**src/include/fault_sup_pkg.sv**
```systemverilog
// Package with constants and state types for the LED fault supervisor.
package fault_sup_pkg;
  localparam int unsigned CLK_HZ             = 100_000_000;
  localparam int unsigned START_BLANK_US     = 1000;
  localparam int unsigned START_BLANK_CYC    = (CLK_HZ / 1_000_000) * START_BLANK_US;
  localparam int unsigned OPEN_RETRY_US      = 1000;
  localparam int unsigned OPEN_RETRY_CYC     = (CLK_HZ / 1_000_000) * OPEN_RETRY_US;
  localparam int unsigned SLEEP_OSC_PERIODS  = 32768;
  localparam int unsigned CNT_W              = 24;
  localparam logic [1:0]  OSC_DIV_RESET      = 2'h0;

  typedef enum logic [2:0] {
    ST_SLEEP = 3'b001,
    ST_BLANK = 3'b010,
    ST_RUN   = 3'b100
  } run_state_t;
endpackage : fault_sup_pkg

```
**src/include/fault_cnt_if.sv**
```systemverilog
// Interface carrying a timer's control and status between modules.
`timescale 1ns/10ps
interface fault_cnt_if;
  logic clear;
  logic step;
  logic done;
  modport owner (output clear, output step, input done);
  modport timer (input clear, input step, output done);
endinterface : fault_cnt_if

```
**src/hw/fault_timer.sv**
```systemverilog
// Saturating event counter that flags when a terminal count is reached.
`timescale 1ns/10ps
module fault_timer #(
  parameter int unsigned LIMIT = 16
) (
  input  wire logic   sys_clk,
  input  wire logic   arst_n,
  fault_cnt_if.timer  ctl
);
  localparam int unsigned CW = fault_sup_pkg::CNT_W;
  localparam logic [CW-1:0] LIM = CW'(LIMIT);
  logic [fault_sup_pkg::CNT_W-1:0] cnt_q;
  logic [fault_sup_pkg::CNT_W-1:0] cnt_d;
  wire at_lim = (cnt_q >= LIM);

  assign cnt_d    = ctl.clear ? '0 : ((ctl.step && !at_lim) ? cnt_q + 1'b1 : cnt_q);
  assign ctl.done = at_lim;

  always_ff @(posedge sys_clk or negedge arst_n) begin
    if (!arst_n) begin
      cnt_q <= '0;
    end else begin
      cnt_q <= cnt_d;
    end
  end
endmodule : fault_timer

```
**src/hw/led_driver_fault_supervisor.sv**
```systemverilog
// Fault supervision for a constant-current LED converter controller.
// Notes on behaviour
// - Any active fault releases at least one flag.
// - No fault: both flags actively pulled low.
// - Rail undervoltage: gate low, both flags released.
// - Undercurrent releases second flag, drive continues.
// - Overtemperature releases second flag, no drive limit.
// - Blank all detection except open and rail undervoltage after start.
// - Open string evaluated immediately, never blanked.
// - Open string: gate low, second flag released.
// - Open fault holds for timeout, then retries.
// - Compare string fraction and reference diode voltages.
// - Shorted LED releases second flag, unlatched.
// - Short faults clear after long enable low.
// - Open clears on enable low; output short only after the sleep delay.
// - Drive disabled only for hazardous faults.
// - Sleep delay counts 32768 oscillator periods.
// - Enable low beyond sleep delay enters sleep.
`timescale 1ns/10ps
module led_driver_fault_supervisor #(
  parameter int unsigned BLANK_CYC = fault_sup_pkg::START_BLANK_CYC,
  parameter int unsigned RETRY_CYC = fault_sup_pkg::OPEN_RETRY_CYC,
  parameter int unsigned SLEEP_OSC = fault_sup_pkg::SLEEP_OSC_PERIODS
) (
  input  wire logic sys_clk,
  input  wire logic arst_n,
  input  wire logic drive_enable,
  input  wire logic osc_tick,
  input  wire logic pwm_gate_req,
  input  wire logic rail_uv,
  input  wire logic undercurrent,
  input  wire logic overtemp,
  input  wire logic string_open,
  input  wire logic ref_diode_short,
  input  wire logic other_diode_short,
  input  wire logic string_short,
  input  wire logic output_short,
  output logic      gate_drive_out,
  output logic      fault_out_first_o,
  output logic      fault_out_first_oe,
  output logic      fault_out_second_o,
  output logic      fault_out_second_oe,
  output logic      sleep_mode
);
  fault_sup_pkg::run_state_t state_q;
  fault_sup_pkg::run_state_t state_d;
  logic open_lat_q;
  logic short_lat_q;
  logic first_rel_q;
  logic second_rel_q;
  logic gate_q;

  fault_cnt_if blank_if ();
  fault_cnt_if retry_if ();
  fault_cnt_if sleep_if ();

  fault_timer #(.LIMIT(BLANK_CYC)) u_blank (.sys_clk(sys_clk), .arst_n(arst_n), .ctl(blank_if.timer));
  fault_timer #(.LIMIT(RETRY_CYC)) u_retry (.sys_clk(sys_clk), .arst_n(arst_n), .ctl(retry_if.timer));
  fault_timer #(.LIMIT(SLEEP_OSC)) u_sleep (.sys_clk(sys_clk), .arst_n(arst_n), .ctl(sleep_if.timer));

  // The sleep delay follows the oscillator, so a slow oscillator lengthens it.
  assign sleep_if.clear = drive_enable;
  assign sleep_if.step  = !drive_enable && osc_tick;
  wire   sleep_reached  = sleep_if.done;

  wire in_sleep = (state_q == fault_sup_pkg::ST_SLEEP);
  wire in_blank = (state_q == fault_sup_pkg::ST_BLANK);
  wire in_run   = (state_q == fault_sup_pkg::ST_RUN);

  // Blanking restarts each time the converter leaves sleep or the rail recovers.
  assign blank_if.clear = in_sleep || rail_uv;
  assign blank_if.step  = in_blank;

  always_comb begin
    state_d = state_q;
    unique case (state_q)
      fault_sup_pkg::ST_SLEEP: if (drive_enable && !rail_uv) state_d = fault_sup_pkg::ST_BLANK;
      fault_sup_pkg::ST_BLANK: if (blank_if.done) state_d = fault_sup_pkg::ST_RUN;
      fault_sup_pkg::ST_RUN:   if (rail_uv) state_d = fault_sup_pkg::ST_BLANK;
      default:                 state_d = fault_sup_pkg::ST_SLEEP;
    endcase
    if (sleep_reached) state_d = fault_sup_pkg::ST_SLEEP;
  end

  // Open string is taken in any awake state unless the rail is under voltage; the other detectors wait for blanking.
  wire open_det   = string_open && !in_sleep && !rail_uv;
  wire short_det  = in_run && (string_short || output_short);
  wire diode_sh   = in_run && (ref_diode_short || other_diode_short);
  wire ucur_det   = in_run && undercurrent;
  wire otemp_det  = in_run && overtemp;

  // Retry timer runs only while the open fault is held.
  assign retry_if.clear = !open_lat_q;
  assign retry_if.step  = open_lat_q;
  wire   retry_due      = open_lat_q && retry_if.done;

  // Set wins over clear; a held open retries and relatches if still present.
  wire open_lat_d  = open_det || (open_lat_q && !retry_due && drive_enable);
  wire short_lat_d = short_det || (short_lat_q && !sleep_reached);

  wire first_rel_d  = rail_uv || short_lat_d;
  wire second_rel_d = rail_uv || open_lat_d || ucur_det || otemp_det || diode_sh;
  wire hazard       = rail_uv || open_lat_d || short_lat_d;
  // Switching goes on during blanking, so the output can settle before it is judged.
  wire gate_d       = pwm_gate_req && drive_enable && !in_sleep && !hazard;

  always_ff @(posedge sys_clk or negedge arst_n) begin
    if (!arst_n) begin
      state_q      <= fault_sup_pkg::ST_SLEEP;
      open_lat_q   <= 1'b0;
      short_lat_q  <= 1'b0;
      first_rel_q  <= 1'b0;
      second_rel_q <= 1'b0;
      gate_q       <= 1'b0;
    end else begin
      state_q      <= state_d;
      open_lat_q   <= open_lat_d;
      short_lat_q  <= short_lat_d;
      first_rel_q  <= first_rel_d;
      second_rel_q <= second_rel_d;
      gate_q       <= gate_d;
    end
  end

  // Open-drain flags: enable high pulls low, so a fault shows as release.
  assign fault_out_first_o   = 1'b0;
  assign fault_out_second_o  = 1'b0;
  assign fault_out_first_oe  = !first_rel_q;
  assign fault_out_second_oe = !second_rel_q;
  assign gate_drive_out      = gate_q;
  assign sleep_mode          = in_sleep;

  // Independent count of oscillator periods with the enable low, read only by the checks below.
  localparam int unsigned   CW        = fault_sup_pkg::CNT_W;
  localparam logic [CW-1:0] SLEEP_LIM = CW'(SLEEP_OSC);
  logic [CW-1:0]            tick_seen_q;
  logic [CW-1:0]            tick_seen_d;

  assign tick_seen_d = drive_enable ? '0 : ((osc_tick && (tick_seen_q < SLEEP_LIM)) ? tick_seen_q + 1'b1 : tick_seen_q);

  always_ff @(posedge sys_clk or negedge arst_n) begin
    if (!arst_n) begin
      tick_seen_q <= '0;
    end else begin
      tick_seen_q <= tick_seen_d;
    end
  end

  flags_release_a: assert property (@(posedge sys_clk) disable iff (!arst_n)
    (rail_uv || (short_lat_q && !sleep_reached)) |=> !fault_out_first_oe) else $error("first flag not released");
  clean_pulls_a: assert property (@(posedge sys_clk) disable iff (!arst_n)
    !(rail_uv || open_lat_q || short_lat_q || ucur_det || otemp_det || diode_sh || open_det || short_det)
    |=> fault_out_second_oe && fault_out_first_oe) else $error("flag released without fault");
  uv_gate_a: assert property (@(posedge sys_clk) disable iff (!arst_n)
    rail_uv |=> !gate_drive_out && !fault_out_first_oe && !fault_out_second_oe) else $error("uv action wrong");
  ucur_flag_a: assert property (@(posedge sys_clk) disable iff (!arst_n)
    ucur_det |=> !fault_out_second_oe) else $error("undercurrent flag missing");
  otemp_flag_a: assert property (@(posedge sys_clk) disable iff (!arst_n)
    otemp_det |=> !fault_out_second_oe) else $error("overtemp flag missing");
  blank_hold_a: assert property (@(posedge sys_clk) disable iff (!arst_n)
    (in_blank && !rail_uv && !open_det && !open_lat_q && !short_lat_q)
    |=> fault_out_first_oe && fault_out_second_oe) else $error("detection during blanking");
  open_now_a: assert property (@(posedge sys_clk) disable iff (!arst_n)
    (string_open && in_blank && !rail_uv)
    |=> !gate_drive_out && !fault_out_second_oe) else $error("open not immediate");
  open_retry_a: assert property (@(posedge sys_clk) disable iff (!arst_n)
    (retry_due && !string_open) |=> !open_lat_q) else $error("open retry missing");
  short_latch_a: assert property (@(posedge sys_clk) disable iff (!arst_n)
    (short_lat_q && !sleep_reached) |=> short_lat_q && !gate_drive_out) else $error("short latch lost");
  sleep_enter_a: assert property (@(posedge sys_clk) disable iff (!arst_n)
    (sleep_reached && !string_short && !output_short)
    |=> sleep_mode && !short_lat_q) else $error("sleep not entered");

  diode_flag_a: assert property (@(posedge sys_clk) disable iff (!arst_n)
    diode_sh
    |=> !fault_out_second_oe)
    else $error("shorted diode flag missing");
  diode_drive_a: assert property (@(posedge sys_clk) disable iff (!arst_n)
    (diode_sh && pwm_gate_req && drive_enable && !rail_uv && !string_open && !open_lat_q
     && !short_lat_q && !string_short && !output_short)
    |=> gate_drive_out) else $error("drive stopped on shorted diode");
  ucur_drive_a: assert property (@(posedge sys_clk) disable iff (!arst_n)
    (ucur_det && pwm_gate_req && drive_enable && !rail_uv && !string_open && !open_lat_q
     && !short_lat_q && !string_short && !output_short)
    |=> gate_drive_out) else $error("drive stopped on undercurrent");
  otemp_drive_a: assert property (@(posedge sys_clk) disable iff (!arst_n)
    (otemp_det && pwm_gate_req && drive_enable && !rail_uv && !string_open && !open_lat_q
     && !short_lat_q && !string_short && !output_short)
    |=> gate_drive_out) else $error("drive limited on overtemperature");

  short_flag_a: assert property (@(posedge sys_clk) disable iff (!arst_n)
    short_det
    |=> !fault_out_first_oe && !gate_drive_out)
    else $error("short not acted on");
  short_second_a: assert property (@(posedge sys_clk) disable iff (!arst_n)
    (short_lat_q && !sleep_reached && !rail_uv && !open_det && !open_lat_q && !ucur_det && !otemp_det && !diode_sh)
    |=> fault_out_second_oe)
    else $error("second flag released on short");
  open_clear_a: assert property (@(posedge sys_clk) disable iff (!arst_n)
    (open_lat_q && !drive_enable && !string_open)
    |=> !open_lat_q)
    else $error("open latch kept with enable low");
  open_relatch_a: assert property (@(posedge sys_clk) disable iff (!arst_n)
    (retry_due && string_open && !rail_uv && !in_sleep)
    |=> open_lat_q && !gate_drive_out)
    else $error("open not flagged again after retry");

  drive_keep_a: assert property (@(posedge sys_clk) disable iff (!arst_n)
    (in_run && pwm_gate_req && drive_enable && !rail_uv && !string_open && !open_lat_q
     && !short_lat_q && !string_short && !output_short)
    |=> gate_drive_out) else $error("drive stopped without hazard");
  fault_mix_a: assert property (@(posedge sys_clk) disable iff (!arst_n)
    (short_lat_q && !sleep_reached && ucur_det)
    |=> !fault_out_first_oe && !fault_out_second_oe && !gate_drive_out)
    else $error("combined faults not merged");

  sleep_early_a: assert property (@(posedge sys_clk) disable iff (!arst_n)
    (tick_seen_q < SLEEP_LIM)
    |-> !sleep_reached)
    else $error("sleep delay ended early");
  sleep_late_a: assert property (@(posedge sys_clk) disable iff (!arst_n)
    (tick_seen_q >= SLEEP_LIM)
    |-> sleep_reached)
    else $error("sleep delay ended late");

  open_cycle_c: cover property (@(posedge sys_clk) disable iff (!arst_n) retry_due ##1 open_lat_q);
  short_seen_c: cover property (@(posedge sys_clk) disable iff (!arst_n) short_det);
  sleep_seen_c: cover property (@(posedge sys_clk) disable iff (!arst_n) sleep_reached);
  blank_open_c: cover property (@(posedge sys_clk) disable iff (!arst_n) in_blank && open_det);
  uv_run_c:     cover property (@(posedge sys_clk) disable iff (!arst_n) in_run && rail_uv);
endmodule : led_driver_fault_supervisor

```
**config.mk**
```make
export PLATFORM = sky130hd
export DESIGN_NAME = led_driver_fault_supervisor
export DESIGN_NICKNAME = d
export VERILOG_FILES = /design/src/include/fault_sup_pkg.sv /design/src/include/fault_cnt_if.sv /design/src/hw/fault_timer.sv /design/src/hw/led_driver_fault_supervisor.sv
export SDC_FILE = /design/constraint.sdc
export NUM_CORES = 1
export LEC_CHECK = 0
export BUFFER_PORTS_ARGS = -buffer_cell sky130_fd_sc_hd__buf_2
export CAP_MARGIN = 10
export CORE_UTILIZATION = 55
export DETAILED_ROUTE_END_ITERATION = 16
export PLACE_DENSITY = 0.72
export SLEW_MARGIN = 0
export SYNTH_ARGS = -nofsm -noshare
export SYNTH_HDL_FRONTEND = slang
export SYNTH_SLANG_ARGS = --single-unit
```
**constraint.sdc**
```tcl
create_clock -name sys_clk -period 1.6 [get_ports sys_clk]
set_input_delay 0.08 -clock sys_clk [delete_from_list [all_inputs] [get_ports sys_clk]]
set_output_delay 0.08 -clock sys_clk [all_outputs]
set_load 0.01 [all_outputs]
```
Word level (Yosys, flattened, before mapping)
Index checks and enable logic that the tools add are counted.

Bits in read-only memories: 0. Logic and storage cells: 75. Flip-flop bits (word level): 80. Bits in writable memories: 0. Memories kept: 0. Bits in latches: 0.

Bitwise logic cells: 0. Magnitude comparators: 3. Shift operators: 0. Divide/modulo/power cells: 0. Add/sub/neg operators: 3. Mux-type cells: 11. Multipliers: 0. Reduce and logical (&&, ||, !) cells: 42. Equality and inequality tests: 7.

Operator list (number): 24-bit 2-to-1 mux (6); 24-bit by 1-bit adder with 24-bit output (second input constant) (3); 24-bit by 17-bit greater-or-equal comparator with 1-bit output (second input constant) (2); 24-bit by 16-bit greater-or-equal comparator with 1-bit output (second input constant) (1); 1-bit logical AND (18); 3-bit 2-to-1 mux (4); 1-bit logical OR (11); 1-bit zero test (10); 3-bit case mux with 3 select lines (1); 3-bit by 2-bit != test with 1-bit output (second input constant) (2); 2-bit nonzero test (2); 3-bit by 1-bit == test with 1-bit output (second input constant) (1); 3-bit by 2-bit == test with 1-bit output (second input constant) (1); 3-bit == test (second input constant) (1); 3-bit by 1-bit != test with 1-bit output (second input constant) (1); 3-bit AND reduction (1); 2-bit by 1-bit != test with 1-bit output (second input constant) (1).

Depth between registers and ports, before layout
Depth in word-level cells: 10. Gate-level depth with buffers: 7. Depth with buffers taken out: 6.

Hierarchy
Synthesis repeated with hierarchy kept, for this count alone.

Cell total of the unflattened synthesis: 424. Area total of the unflattened synthesis: 4301.6 um2.

By module, submodules not included: fault_timer at u_blank ... (instances 2, cells an instance 129, area each 1341.3 um2, sequential area each 600.6 um2); fault_timer at u_sleep (instances 1, cells an instance 118, area each 1162.4 um2, sequential area each 600.6 um2); led_driver_fault_supervisor (instances 1, cells an instance 48, area each 456.7 um2, sequential area each 201.4 um2).

Least setup slack after synthesis
Ideal clock, no wire load.

Path kind: flip-flop to flip-flop. Start point: register state_q[0]. End point: register u_blank.cnt_q[0] (netlist name). Cell stages (with the launch flop): 6. Period minus slack after synthesis: 1.735 ns. Path buffers: 2. Setup time: 0.121 ns. Arrival time: 1.614 ns. Slack: -0.135 ns. Cell sequence: dfstp_2 > nor3b_1 > or2_2 > buf_2 > buf_2 > nor2_1.

Longest elaborated chain between the ends: 3. Elaborated cells on any way between the ends: 6. Those cells by class: eq/ne: 2; mux: 1; reduce/logical: 3.

Ends and longest elaborated chain: start: declaration (line led_driver_fault_supervisor.sv:45) `fault_sup_pkg::run_state_t state_q;`; start signal: assignment (line led_driver_fault_supervisor.sv:109) `state_q <= fault_sup_pkg::ST_SLEEP;`; start signal: assignment (line led_driver_fault_supervisor.sv:116) `state_q <= state_d;`; 3-bit by 1-bit == test with 1-bit output * (line led_driver_fault_supervisor.sv:66) `wire in_sleep = (state_q == fault_sup_pkg::ST_SLEEP);`; via sleep_mode (line led_driver_fault_supervisor.sv:43) `output logic sleep_mode`; 1-bit logical OR * (line led_driver_fault_supervisor.sv:71) `assign blank_if.clear = in_sleep || rail_uv;`; 24-bit 2-to-1 mux or 2-bit nonzero test (tied branches); end signal: assignment (line fault_timer.sv:23) `cnt_q <= cnt_d;`; end: declaration (line fault_timer.sv:12) `logic [fault_sup_pkg::CNT_W-1:0] cnt_q;`.

Mark *: on every way through the listed nets, which the timed path passes. The rest lies on a longest branch. A chain may end at the register's enable or synchronous reset.

Worst setup path in the final report
Start point: register u_sleep.cnt_q[23] (netlist name). End point: register u_sleep.cnt_q[6] (netlist name).

Longest elaborated chain between the ends: 4.

Ends and longest elaborated chain: start: declaration (line fault_timer.sv:12); start signal: assignment (line fault_timer.sv:23); 24-bit by 16-bit greater-or-equal comparator with 1-bit output (line fault_timer.sv:14) `wire at_lim = (cnt_q >= LIM);`; 1-bit zero test (line fault_timer.sv:16) `assign cnt_d = ctl.clear ? '0 : ((ctl.step && !at_lim) ? cnt_q + 1'b1 : cnt_q);`; 1-bit logical AND (line fault_timer.sv:16); 2-bit nonzero test (no source line).

Every way passes these cells.

==> flow_summary.yaml <==
clocking:
  cts.sinks: 80
  htree_levels: 3
  cts_tree: "yes"
  numCtsBuffers: 9
  clockBufferDepth: 2
  clkLatencyLatePin_ns: 0.35
  path_clk_slew_ns: 0.08
  root_buffer: "clkbuf_8"
critical_path:
  critPathArrivalTime_ns: 2.01
  start_kind: "register"
  timing.rr.start: "u_sleep.cnt_q[23]"
  r2r_cells: 6
  r2r-end: "u_sleep.cnt_q[6]"
  regToRegSetupSlack_ns: -0.20
  critical_path_class: "register to register"
  cp_max_fo: 4
  cp-end-kind: "register"
  crit_required_ns: 1.81
synthesis:
  synth_edf_count: 0
  yosysWarningCount: 0
  synth_cell_types: 54
  yosysSeqAreaShare_pct: 49.5
  synthAdderAreaFrac_pct: 1.86
  yosysMostFrequentCell: "dfrtp_1"
  yosysTopAreaCell: "dfrtp_1"
  synth_area_per_cell_um2: 10.4
  synth_top_family_by_area: "simple AND/OR/NAND/NOR gates"
  synth-xor-area-share_pct: 6.93
  synth-compound-area-share_pct: 3.77
  yosys.area.top_type_share_pct: 48.9
  async_reset_ff_share_pct: 100
  synthSimpleGateAreaFrac_pct: 32.2
  yosys_register_bits: 80
  synth_ff_type: "dfrtp_1"
  postSynthCellCount: 388
  ys_top_cells_by_count: "dfrtp_1, nor2_1, nand2_1"
  muxShareOfSynthArea_pct: 2.51
  synth_area_mm2: 0.00405
  ys_top_cells_by_area: "dfrtp_1, nor2_1, xnor2_1, and2_1, xor2_1"
die:
  die_w_um: 87.8
  core_mm2: 0.00694
  start_util_pct: 58.3
  dieArea_mm2: 0.00770
  io_pins: 19
  rows: 30
  fp.dieH_um: 87.8
power_and_ir_drop:
  swShare_pct: 25.4
  p_seq_share_pct: 49.3
  clock_power_share_pct: 38.4
  p_switching_w: 0.00107
  power_density_mw_per_mm2: 760
  pwr-share-comb_pct: 12.2
  intPower_w: 0.00315
  p_leak_nw: 2.47
  vdd_drop_max_mv: 0.644
  p_total_w: 0.00422
sta:
  fin_crit_sh_pct: 113
  rsz0062_at_grt: "true"
  finalHoldViolations: 0
  finalCriticalPeriod_ns: 1.80
  drv_slew: 0
  finalClockSkew_ns: 0.0123
  clock.fmax_mhz: 555
  setup_viol: 44
  finalSetupTns_ns: -2.98
  fin_ws_ns: -0.203
worst_hold_path:
  worstHoldStart: "rail_uv"
  whs_endpoint: "second_rel_q"
  hold_depth: 3
  hold_class: "input pin to register"
placement:
  place.port_buffers: 16
  hpwl_mm: 5.55
  gp_congestion: 0.921
cells_and_area:
  layout-drive-gt1-share_pct: 37.0
  layout.nets: 503
  antennaDiodeCount: 0
  area_growth_pct: 37.1
routing:
  drtIter0Drc: 206
  via_per_inst: 5.70
  drc: 0
  ant_nets: 0
  wl_per_cell_um: 16.6
  drt_wl_total_mm: 9.72
  vias: 3332
  drtPass1Iterations: 4
grt:
  grt_max_degree: 54
  antenna_found_initial: 0
  track_usage_pct: 25.5
  grt_overflow_total: 0
  grt_pass1_wl_mm: 15.1
  grt_pass1_vias: 3289
run:
  max-cap-violations: 0
outcome:
  violations: "setup timing"
  status: "finished, violations left"
-- critical path: stages, from the launching register on --
cell and delay (ns):
dfrtp_1 0.41, nor4_4 0.33, and4_4 0.32, buf_6 0.13
nand4_1 0.13, xor2_1 0.25, nor2_1 0.09
-- cells by family (layout without fill, tap and decap cells) --
logic type	count (synthesis)	in the layout
compound gates	22	23
xor+xnor	32	32
fa+ha+maj	6	6
buf+inv	24	123
flops	80	80
mux	10	10
other cells	1	2
simple gates	213	213
-- power by group through the flow --
stage | registers, W | logic [W] | clock network [W]
3_5_place_dp | 0.00212 | 0.000409 | 0
3_3_place_gp | 0.00212 | 0.000402 | 0
2_1_floorplan | 0.00213 | 0.000210 | 0
5_1_grt | 0.00208 | 0.000559 | 0.00171
6_report | 0.00208 | 0.000515 | 0.00162
4_1_cts | 0.00208 | 0.000445 | 0.00164
-- metrics by stage --
| stage | hold WS (ns) | worst slack (ns) | utilization, % | instances | cell area, um2 |
|---|---|---|---|---|---|
| floorplan | -0.216 | 0.00181 | - | 389 | 4050 |
| global placement | 0.0281 | -0.133 | 66.0 | 539 | 4580 |
| detailed placement | 0.0318 | -0.199 | 66.0 | 539 | 4580 |
| CTS | 0.0164 | -0.0917 | 75.9 | 574 | 5270 |
| global route | 0.0599 | -0.289 | 79.8 | 585 | 5540 |
| finish | 0.0760 | -0.203 | 79.8 | 585 | 5540 |
-- registers in the layout (all words and copies together) (netlist names) --
signal and cells:
first_rel_q 1, gate_drive_out 1, open_lat_q 1, second_rel_q 1
short_lat_q 1, state_q 3, u_blank.cnt_q 24, u_retry.cnt_q 24
u_sleep.cnt_q 24
-- area by class of cell --
type | instances | area [um2]
Multi-Input combinational cell | 286 | 2340
Sequential cell | 80 | 2010
Fill cell | 402 | 1400
Timing Repair Buffer | 97 | 827
Clock buffer | 10 | 128
Tap cell | 96 | 120
Clock inverter | 6 | 83.8
Inverter | 10 | 37.5
-- timing repair --
| action | CTS | global route |
|---|---|---|
| hold endpoints to repair | 29 | 0 |
| cloned | 1 | 0 |
| setup buffers | 16 | 11 |
| hold buffers | 2 | 0 |
| gates resized for setup | 55 | 39 |
| setup endpoints to repair | 53 | 56 |
| pin swaps | 48 | 41 |
-- routing by layer --
metal	track usage [%]	part of all wire [%]	up-vias
met3	4.43	3.5	31
met2	40.2	48	108
met1	35.1	46	1663
met4	10.6	2.5	0
met5	0	0	-
li1	-	-	1530
-- cell usage in the layout, fill, tap and decap left out, drive strengths merged, types with 2 or more instances in the layout --
master / instances
conb: 2
xnor2: 18
xor2: 14
nor4b: 3
nand2b: 8
clkbuf: 10
o21ai: 6
or2: 2
nor4: 15
nor3: 12
bufinv: 2
ha: 6
nor2: 43
nor2b: 12
nand3: 18
buf: 95
nand2: 32
or3: 3
nand4: 18
a31oi: 3
inv: 10
nor3b: 5
a211oi: 2
dlygate4sd3: 2
and2: 25
mux2i: 9
and3: 9
a21oi: 6
clkinv: 4
and4: 5
dfrtp: 79
-- worst max path at each step --
stage                      startpoint                 to  depth (start not counted)
floorplan           u_retry.cnt_q[14]  u_retry.cnt_q[10]                          5
global placement    u_retry.cnt_q[14]   u_retry.cnt_q[0]                          6
detailed placement  u_sleep.cnt_q[23]   u_sleep.cnt_q[5]                          5
CTS                 u_retry.cnt_q[11]   u_retry.cnt_q[0]                          6
global route        u_sleep.cnt_q[23]   u_sleep.cnt_q[6]                          6
finish              u_sleep.cnt_q[23]   u_sleep.cnt_q[6]                          6
(Power assumes the default switching activity.)
